==> src/design/tqos_pkg.sv <==
// constants and types for the trigger qualify and occurrence setup block
package tqos_pkg;
  typedef enum logic [2:0] {
    TQOS_MODE_EDGE    = 3'h0,
    TQOS_MODE_PATTERN = 3'h1,
    TQOS_MODE_STATE   = 3'h2,
    TQOS_MODE_DELAY   = 3'h3,
    TQOS_MODE_TV      = 3'h4
  } tqos_mode_e;

  typedef enum logic [1:0] {
    TQOS_STD_525  = 2'h0,
    TQOS_STD_625  = 2'h1,
    TQOS_STD_USER = 2'h2
  } tqos_std_e;

  typedef enum logic [2:0] {
    TQOS_QUAL_EDGE    = 3'h0,
    TQOS_QUAL_PATTERN = 3'h1,
    TQOS_QUAL_STATE   = 3'h2,
    TQOS_QUAL_LOW     = 3'h3,
    TQOS_QUAL_HIGH    = 3'h4
  } tqos_qual_e;

  typedef enum logic [2:0] {
    TQOS_CMD_OCC_SLOPE  = 3'h0,
    TQOS_CMD_OCC_SOURCE = 3'h1,
    TQOS_CMD_PATH       = 3'h2,
    TQOS_CMD_POLARITY   = 3'h3,
    TQOS_CMD_QUALIFY    = 3'h4,
    TQOS_CMD_OCC_COUNT  = 3'h5
  } tqos_cmd_e;

  localparam int         TQOS_CNT_W     = 24;
  localparam logic [23:0] TQOS_OCC_MIN  = 24'h000001;
  localparam logic [23:0] TQOS_OCC_MAX  = 24'hF42400;
  localparam logic [23:0] TQOS_OCC_RST  = 24'h000001;
  localparam logic [1:0] TQOS_CHAN_RST  = 2'h0;
  localparam logic       TQOS_POS       = 1'b0;
  localparam logic       TQOS_NEG       = 1'b1;
  localparam int         TQOS_QTHR_W    = 12;
endpackage

==> src/design/tqos_edge_count.sv <==
// counts selected-polarity transitions of the chosen channel up to a programmed number
`timescale 1ns/1ps
module tqos_edge_count
  import tqos_pkg::*;
(
  input  wire logic                  clock,
  input  wire logic                  rst,
  input  wire logic                  arm,
  input  wire logic [3:0]            chan_in,
  input  wire logic [1:0]            chan_sel,
  input  wire logic                  slope_neg,
  input  wire logic [TQOS_CNT_W-1:0] target,
  output logic                       done
);
  typedef struct packed {
    logic                  prev;
    logic [TQOS_CNT_W-1:0] cnt;
    logic                  done;
  } tqos_ec_s;

  tqos_ec_s st_q;
  tqos_ec_s st_d;
  logic     cur;
  logic     hit;

  always_comb begin
    st_d = st_q;
    cur  = chan_in[chan_sel];
    hit  = slope_neg ? (st_q.prev & ~cur) : (~st_q.prev & cur);
    st_d.prev = cur;
    if (!arm) begin
      st_d.cnt  = '0;
      st_d.done = 1'b0;
    end else if (hit && !st_q.done) begin
      st_d.cnt = st_q.cnt + TQOS_CNT_W'(1);
      if (st_q.cnt + TQOS_CNT_W'(1) >= target) begin
        st_d.done = 1'b1;
      end
    end
  end

  always_ff @(posedge clock) begin
    if (rst) begin
      st_q <= '0;
    end else begin
      st_q <= st_d;
    end
  end

  assign done = st_q.done;
endmodule

==> src/design/tqos_setup.sv <==
// trigger qualify, pattern path, polarity and occurrence setup with trigger qualification
`timescale 1ns/1ps
// Behaviour
// - counted-edge polarity accepted only in delayed or television mode
// - positive means rising transition, negative means falling transition
// - counted-edge query returns current choice, positive or negative
// - host picks which of four channels feeds the event counter
// - counted-channel selection accepted only in delayed mode
// - pattern-bit channel settable in pattern, clocked-pattern, or delayed on those
// - pattern-bit query returns channel selected for present mode
// - sync polarity accepted only in television mode with 525 or 625 standard
// - delayed mode qualifies on edge, pattern or clocked pattern; delayed only
// - chosen qualification applies its standalone mode's settings
// - high or low field qualification only in television user standard
// - high or low judged against channel's current trigger threshold
// - qualify query returns delayed qualifier or television high or low
// - delayed sweep held until programmed count of events, 1 to 16,000,000
// - clocked pattern: once pattern true, trigger on next clock transition
// - delayed: after qualification wait count, then enable trigger edge
module tqos_setup
  import tqos_pkg::*;
(
  input  wire logic                  clock,
  input  wire logic                  rst,
  input  wire tqos_mode_e            trig_mode,
  input  wire tqos_std_e             tv_standard,
  input  wire logic                  cmd_valid,
  input  wire tqos_cmd_e             cmd_code,
  input  wire logic [TQOS_CNT_W-1:0] cmd_value,
  input  wire logic [3:0]            input_channel_n,
  input  wire logic [1:0]            trig_source,
  input  wire logic                  trig_slope_neg,
  input  wire logic [2:0]            pattern_want,
  input  wire logic [2:0]            pattern_care,
  input  wire logic [TQOS_QTHR_W-1:0] chan_sample,
  input  wire logic [TQOS_QTHR_W-1:0] chan_threshold,
  output logic                       cmd_accept,
  output logic                       cmd_reject,
  output logic                       occ_slope_neg,
  output logic [1:0]                 occ_source,
  output logic [1:0]                 path_sel,
  output logic                       tv_polarity_neg,
  output tqos_qual_e                 qualify_sel,
  output logic [TQOS_CNT_W-1:0]      occ_count,
  output logic                       field_qual_ok,
  output logic                       trigger_out
);
  typedef struct packed {
    logic                  accept;
    logic                  reject;
    logic                  occ_neg;
    logic [1:0]            occ_src;
    logic [1:0]            path_dly;
    logic [1:0]            path_pat;
    logic [1:0]            path_st;
    logic                  tv_neg;
    tqos_qual_e            qual_dly;
    tqos_qual_e            qual_tv;
    logic [TQOS_CNT_W-1:0] occ_cnt;
    logic                  qualified;
    logic                  pat_true;
    logic                  prev_src;
    logic                  field_ok;
    logic                  trig;
    logic [1:0]            path_out;
    tqos_qual_e            qual_out;
  } tqos_st_s;

  tqos_st_s   st_q;
  tqos_st_s   st_d;
  logic       count_done;
  logic       ok;
  logic       pat_hit;
  logic       src_lvl;
  logic       src_edge;
  logic [1:0] chan_idx;
  logic       arm;

  assign arm = st_q.qualified && (trig_mode == TQOS_MODE_DELAY);

  tqos_edge_count u_count (
    .clock     (clock),
    .rst       (rst),
    .arm       (arm),
    .chan_in   (input_channel_n),
    .chan_sel  (st_q.occ_src),
    .slope_neg (st_q.occ_neg),
    .target    (st_q.occ_cnt),
    .done      (count_done)
  );

  always_comb begin
    st_d        = st_q;
    st_d.accept = 1'b0;
    st_d.reject = 1'b0;
    ok          = 1'b0;
    chan_idx    = cmd_value[1:0];
    if (cmd_valid) begin
      unique case (cmd_code)
        TQOS_CMD_OCC_SLOPE: begin
          ok = (trig_mode == TQOS_MODE_DELAY) || (trig_mode == TQOS_MODE_TV);
          if (ok) st_d.occ_neg = cmd_value[0];
        end
        TQOS_CMD_OCC_SOURCE: begin
          ok = (trig_mode == TQOS_MODE_DELAY);
          if (ok) st_d.occ_src = chan_idx;
        end
        TQOS_CMD_PATH: begin
          // path is kept per mode so the query reports the present mode's bit
          unique case (trig_mode)
            TQOS_MODE_PATTERN: begin
              ok = 1'b1;
              st_d.path_pat = chan_idx;
            end
            TQOS_MODE_STATE: begin
              ok = 1'b1;
              st_d.path_st = chan_idx;
            end
            TQOS_MODE_DELAY: begin
              ok = (st_q.qual_dly == TQOS_QUAL_PATTERN) ||
                   (st_q.qual_dly == TQOS_QUAL_STATE);
              if (ok) st_d.path_dly = chan_idx;
            end
            default: ok = 1'b0;
          endcase
        end
        TQOS_CMD_POLARITY: begin
          ok = (trig_mode == TQOS_MODE_TV) && (tv_standard != TQOS_STD_USER);
          if (ok) st_d.tv_neg = cmd_value[0];
        end
        TQOS_CMD_QUALIFY: begin
          if (trig_mode == TQOS_MODE_DELAY) begin
            ok = (cmd_value[2:0] <= 3'h2);
            if (ok) st_d.qual_dly = tqos_qual_e'(cmd_value[2:0]);
          end else if (trig_mode == TQOS_MODE_TV) begin
            ok = (tv_standard == TQOS_STD_USER) &&
                 (cmd_value[2:0] == 3'h3 || cmd_value[2:0] == 3'h4);
            if (ok) st_d.qual_tv = tqos_qual_e'(cmd_value[2:0]);
          end
        end
        TQOS_CMD_OCC_COUNT: begin
          ok = ((trig_mode == TQOS_MODE_DELAY) ||
                (trig_mode == TQOS_MODE_TV && tv_standard == TQOS_STD_USER)) &&
               (cmd_value >= TQOS_OCC_MIN) && (cmd_value <= TQOS_OCC_MAX);
          if (ok) st_d.occ_cnt = cmd_value;
        end
        default: ok = 1'b0;
      endcase
      st_d.accept = ok;
      st_d.reject = !ok;
    end

    // field level compare against the channel's present threshold
    st_d.field_ok = (st_q.qual_tv == TQOS_QUAL_HIGH) ? (chan_sample > chan_threshold)
                                                     : (chan_sample < chan_threshold);

    // qualification per chosen mode, using that mode's own settings
    pat_hit  = ((input_channel_n[2:0] ^ pattern_want) & pattern_care) == 3'h0;
    src_lvl  = input_channel_n[trig_source];
    src_edge = trig_slope_neg ? (st_q.prev_src & ~src_lvl) : (~st_q.prev_src & src_lvl);
    st_d.prev_src = src_lvl;
    st_d.pat_true = pat_hit;
    st_d.trig     = 1'b0;
    if (trig_mode == TQOS_MODE_STATE) begin
      st_d.trig = st_q.pat_true && src_edge;
    end
    if (trig_mode != TQOS_MODE_DELAY) begin
      st_d.qualified = 1'b0;
    end else if (!st_q.qualified) begin
      unique case (st_q.qual_dly)
        TQOS_QUAL_EDGE:    st_d.qualified = src_edge;
        TQOS_QUAL_PATTERN: st_d.qualified = pat_hit;
        TQOS_QUAL_STATE:   st_d.qualified = st_q.pat_true && src_edge;
        default:           st_d.qualified = 1'b0;
      endcase
    end else if (count_done && src_edge) begin
      // one trigger per qualification; rearms for the next sweep
      st_d.trig      = 1'b1;
      st_d.qualified = 1'b0;
    end

    // query copies are registered so every output leaves a flop;
    // they follow a mode change one cycle late
    if (trig_mode == TQOS_MODE_PATTERN) begin
      st_d.path_out = st_d.path_pat;
    end else if (trig_mode == TQOS_MODE_STATE) begin
      st_d.path_out = st_d.path_st;
    end else begin
      st_d.path_out = st_d.path_dly;
    end
    st_d.qual_out = (trig_mode == TQOS_MODE_TV) ? st_d.qual_tv : st_d.qual_dly;
  end

  always_ff @(posedge clock) begin
    if (rst) begin
      st_q          <= '0;
      st_q.occ_cnt  <= TQOS_OCC_RST;
      st_q.qual_dly <= TQOS_QUAL_EDGE;
      st_q.qual_tv  <= TQOS_QUAL_LOW;
      st_q.occ_src  <= TQOS_CHAN_RST;
      st_q.occ_neg  <= TQOS_POS;
      st_q.tv_neg   <= TQOS_POS;
      st_q.path_dly <= TQOS_CHAN_RST;
      st_q.path_pat <= TQOS_CHAN_RST;
      st_q.path_st  <= TQOS_CHAN_RST;
      st_q.path_out <= TQOS_CHAN_RST;
      st_q.qual_out <= TQOS_QUAL_EDGE;
    end else begin
      st_q <= st_d;
    end
  end

  // query values, all straight from flops
  assign cmd_accept      = st_q.accept;
  assign cmd_reject      = st_q.reject;
  assign occ_slope_neg   = st_q.occ_neg;
  assign occ_source      = st_q.occ_src;
  assign path_sel        = st_q.path_out;
  assign tv_polarity_neg = st_q.tv_neg;
  assign qualify_sel     = st_q.qual_out;
  assign occ_count       = st_q.occ_cnt;
  assign field_qual_ok   = st_q.field_ok;
  assign trigger_out     = st_q.trig;
endmodule

==> config.mk <==
export PLATFORM = sky130hd
export DESIGN_NAME = tqos_setup
export DESIGN_NICKNAME = d
export VERILOG_FILES = /design/src/design/tqos_pkg.sv /design/src/design/tqos_edge_count.sv /design/src/design/tqos_setup.sv
export SDC_FILE = /design/constraint.sdc
export NUM_CORES = 1
export LEC_CHECK = 0
export ABC_AREA = 1
export BUFFER_PORTS_ARGS = -buffer_cell sky130_fd_sc_hd__buf_4
export CORE_MARGIN = 4
export CORE_UTILIZATION = 60
export DETAILED_ROUTE_END_ITERATION = 12
export GPL_ROUTABILITY_DRIVEN = 0
export PLACE_DENSITY_LB_ADDON = 0.3
export SETUP_SLACK_MARGIN = 0.5
export SYNTH_ARGS = -nofsm -noshare
export SYNTH_HDL_FRONTEND = slang
export SYNTH_HIERARCHICAL = 1
export SYNTH_SLANG_ARGS = --single-unit
==> constraint.sdc <==
create_clock -name clock -period 3.45 [get_ports clock]
set_input_delay 0.69 -clock clock [delete_from_list [all_inputs] [get_ports clock]]
set_output_delay 0.69 -clock clock [all_outputs]
set_load 0.02 [all_outputs]
# Word-level counts from Yosys, hierarchy flattened
# Cells that the tools add are included.
# totals
inputBits,72
ff_bits,78
output_inout_bits,37
wordCells,124
# classes
eq_ne,17
n_bitwise,12
mux,38
addsub,1
magnitude_cmp,8
reduce_logical,27
# ops
operator,count
24-bit two-way mux,2
37-bit two-way mux,1
"24-bit by 1-bit adder with 24-bit output, second input constant",1
"24-bit by 1-bit >= comparator with 1-bit output, second input constant",1
24-bit >= comparator,1
"24-bit less-or-equal comparator, second input constant",1
"3-bit by 2-bit == test with 1-bit output, second input constant",6
3-bit two-way mux,6
1-bit two-way mux,16
"3-bit == test, second input constant",5
12-bit > comparator,1
12-bit < comparator,1
2-bit two-way mux,6
6-bit two-way mux,2
3-bit AND reduction,4
"3-bit by 1-bit == test with 1-bit output, second input constant",3
1-bit logical AND,9
3-bit zero test,3
2-bit OR reduction,4
"2-bit by 3-bit < comparator with 1-bit output, second input constant",2
1-bit NOT,6
1-bit case mux with 6 select lines,1
1-bit AND,4
1-bit binary-select mux with 2-bit select,2
11 further kinds,15

# Longest topological paths before layout
# logic_depth
ltp_word,10
mapped_depth,20
mapped_depth_nobuf,20

# Modules after synthesis
# The synthesis kept the hierarchy.
# modules_own_cells
mod,n_inst,seq_area_each_um2,area_per_inst_um2,cells_per_inst
tqos_setup,1,1041.0,3417.0,550
tqos_edge_count,1,520.5,2327.2,350

# Least setup slack after synthesis
# OpenSTA, ideal clock, no wires.
# synth_path
path_type,register to register
startpoint,register u_count/st_q[1] (netlist name)
endpoint,register u_count.st_q (netlist bit u_count/done)
path_buffers,0
period_less_slack_ps,2237
t_required_ps,3377
slack_ps,1213
t_arrival_ps,2164
path_stages_with_launch,20
setup_time_ps,73
cell_sequence,dfxtp_1 ha_1 nand3_2 nor2_4 nand3_4 nor2_4 nand3_1 nand2_1 inv_2 ha_1 nand2_1 nor2_1 nand2_1 nor2_1 nand2_1 nand2_1 nor2_1 nand2_1 nand2_1 a21oi_1
# synth_between
elab_chain_len,3
# synth_lines
element,line_no,rtl
"start, declared",tqos_edge_count.sv:21,tqos_ec_s st_q;
"start signal, assigned",tqos_edge_count.sv:46,st_q <= st_d;
24-bit by 1-bit adder with 24-bit output,tqos_edge_count.sv:36,if (st_q.cnt + TQOS_CNT_W'(1) >= target) begin
24-bit >= comparator,tqos_edge_count.sv:36,
2-bit AND reduction (no line),--,
# No other way between the ends.
# A chain may end at the register's enable or synchronous reset.

# Worst setup path in the final report
# Same ends and word-level chain as after synthesis.

==> results.tsv <==
metric	value	unit
gr usage total	0.245	
status	finished clean	
Die X	106	um
grt total ovfl	0	
Max Cap Viol	0	
Max IR drop VDD	0.000283	V
share of the synthesized area in the top cell type	0.272	
Bufs and invs on worst path	1	
Synth Instances	900	
die area	11200	sq um
synthesis-stage register bit count	78	
Cell Area, Synth	5740	sq um
peak fanout along the critical path	4	
setup slack after layout	0.894	ns
post-route ant nets	0	
pin count of the biggest net entering global routing	36	
hpwl dp	10800	um
Synth cell types	41	
WL/cell	12.3	um
Crit Path Class	reg -> reg	
initial antenna violation count	0	
fin crit share	0.741	
critical-path cell list	ha_1, nand3_2, nor2_4, nand3_4, nor2_4, nand3_1, nand2_1, inv_2, ha_1, nand2_1, nor2_1, nand2_1, nor2_1, nand2_1, nand2_1, nor2_1, nand2_1, nand2_1, a21oi_1	
CP top delay family	simple AND/OR/NAND/NOR gates	
final WL	13600	um
share of flip-flops with an asynchronous set or reset	0	
row count	35	
switch share	0.250	
Ports	109	
Psw	510	uW
initial core utilization	0.619	
vias in the first global route	5142	
max frequency	391	MHz
worst r2r src	u_count/st_q[1]$_SDFFE_PP0P_	
first-pass GRT wire length	22900	um
Critical Path Source Type	flop	
clock-pin slew on the worst setup and hold paths	0.09	ns
leading post-synthesis cells by cell area	dfxtp_1 (27%), nand2_1 (13%), inv_1 (9.9%)	
Worst-Margin Slew	0.454	ns
pre-CTS setup slack	0.972	ns
Internal Power	1.53	mW
CTS tree	done	
clk_lat worst skew	0.35	ns
PD cells	307	nW/um^2
TritonRoute pass-1 iters	5	
max_slew headroom	0.696	
DRC	0	
worst min-delay path startpoint	tv_polarity_neg$_SDFFE_PP0P_	
most frequent cell after synthesis	nand2_1	
Critical Path Source	u_count/st_q[1]$_SDFFE_PP0P_	
Port Buffers	108	
Slowest Stage Delay on Critical Path	0.42	ns
Gate power share	0.131	
share of layout cells above drive strength 1	0.207	
Post-CTS Hold Fix Bufs	0	
EDFF count, synth	0	
Initial DRC Count	291	
ANT cells	0	
syn avg cell area	6.38	sq um
Vias	5495	
Vert. Die Dim	106	um
clock share of power	0.420	
H-tree Lvls	3	
Post-Syn Nets	1009	
Post-synth top cells	nand2_1 (202), inv_1 (151), nor2_1 (122)	
number of buffers inserted during clock tree synthesis	9	
clk sink count	78	
setup bufs post-CTS	0	
CORE AREA	9280	sq um
post-synth top area cell	dfxtp_1	
Worst EP required	3.72	ns
RSZ-0062 raised after global routing	no	
fin crit period	2.56	ns
Finished Core Util	0.716	
CP max stage cell	dfxtp_1	
sequential-to-total area share from yosys stat	0.272	
setup TNS	0	ns
layout net count	1079	
post-CTS sizing	0	
Worst setup EP type	flop	
Final Setup Violations	0	
clk_skew	0.00660	ns
Slew Limit Fails	0	
Synth-to-Final Area Change	15.7	%
Final Hold Violating Endpoints	0	
main flop type after synthesis	dfxtp_1	
crit path DAT	2.83	ns
cell repeated most along the worst path	nand2_1	
worst min path class	reg -> reg	
vias per cell	4.98	
Reg power frac	0.448	
synthesis warning total	6	
Lkg Pwr	3.32	nW
Clk Tree Root Cell	clkbuf_8	
CTS Buffer Depth	2	
==> layout make-up <==
type / count / area [sq um]
Tap cell: 129 / 161
Multi-Input combinational cell: 594 / 3170
Clock inverter: 6 / 116
Fill cell: 809 / 2640
Inverter: 176 / 662
Timing Repair Buffer: 111 / 833
Clock buffer: 10 / 138
Sequential cell: 78 / 1560
==> sequential cells by signal, summed over array words and instances (netlist names) <==
register	count
u_count/st_q	25
occ_count	24
st_q	15
qualify_sel	3
occ_source	2
path_sel	2
cmd_accept	1
cmd_reject	1
field_qual_ok	1
occ_slope_neg	1
trigger_out	1
tv_polarity_neg	1
u_count/done	1
==> kinds of logic (layout without fill, tap and decap cells) <==
| kind of cell | Yosys count | count (layout) | share of synthesized area |
|---|---|---|---|
| AO/OA/AOI/OAI | 90 | 90 | 0.0850 |
| buffers and inverters | 228 | 303 | 0.176 |
| XOR/XNOR | 16 | 16 | 0.0296 |
| adder cells (fa/ha/maj) | 37 | 37 | 0.0806 |
| AND/OR/NAND/NOR | 451 | 451 | 0.357 |
| flip-flops | 78 | 78 | 0.272 |
==> metrics by stage <==
stage	cell area (sq um)	total power [mW]	hold slack [ns]	instances
3_5_place_dp	6390	1.20	0.449	1088
5_1_grt	6650	2.12	0.481	1104
6_report	6650	2.04	0.458	1104
2_1_floorplan	5740	1.09	0.451	900
3_3_place_gp	6390	1.20	0.440	1088
4_1_cts	6650	2.05	0.461	1104
==> worst register-to-register path: stages, from the launching register on <==
cell,delay (ns)
dfxtp_1,0.42
ha_1,0.23
nand3_2,0.14
nor2_4,0.16
nand3_4,0.12
nor2_4,0.14
nand3_1,0.09
nand2_1,0.12
inv_2,0.05
ha_1,0.26
nand2_1,0.05
nor2_1,0.18
nand2_1,0.07
nor2_1,0.09
nand2_1,0.05
nand2_1,0.05
nor2_1,0.04
nand2_1,0.05
nand2_1,0.05
a21oi_1,0.14
==> metal layers <==
metal	track usage	share of wire	vias up
met1	0.300	0.43	2421
li1	-	-	2889
met2	0.432	0.48	157
met5	0	0	-
met3	0.0398	0.059	28
met4	0.0916	0.028	0
==> path summary, 6_finish.rpt <==
path / slack (ns) / cells after the start / to
worst max-delay path: 0.89 / 19 / u_count/done$_SDFFE_PP0P_
worst min-delay path: 0.46 / 2 / tv_polarity_neg$_SDFFE_PP0P_
worst max register to register: 0.89 / 19 / u_count/done$_SDFFE_PP0P_
worst min register to register: 0.46 / 2 / tv_polarity_neg$_SDFFE_PP0P_
==> power by group through the flow <==
| stage | registers (mW) | logic, mW | clock network [mW] |
|---|---|---|---|
| 5_1_grt | 0.916 | 0.303 | 0.901 |
| 3_3_place_gp | 0.936 | 0.262 | 0 |
| 2_1_floorplan | 0.938 | 0.152 | 0 |
| 3_5_place_dp | 0.936 | 0.267 | 0 |
| 4_1_cts | 0.915 | 0.268 | 0.867 |
| 6_report | 0.915 | 0.268 | 0.858 |
==> cells in the final DEF, fill, tap and decap left out, types with 3 or more instances in the layout <==
master	n
a21oi_1	43
buf_4	111
bufinv_16	3
clkbuf_8	10
dfxtp_1	78
ha_1	37
inv_1	151
inv_2	22
nand2_1	202
nand2_2	16
nand3_1	37
nand3_2	5
nand4_1	36
nor2_1	122
nor2_2	7
nor2_4	7
nor3_1	7
nor3_2	3
o21ai_0	33
o21bai_1	3
xnor2_1	4
xor2_1	8
Note: power is estimated with default switching activity, not from simulation.
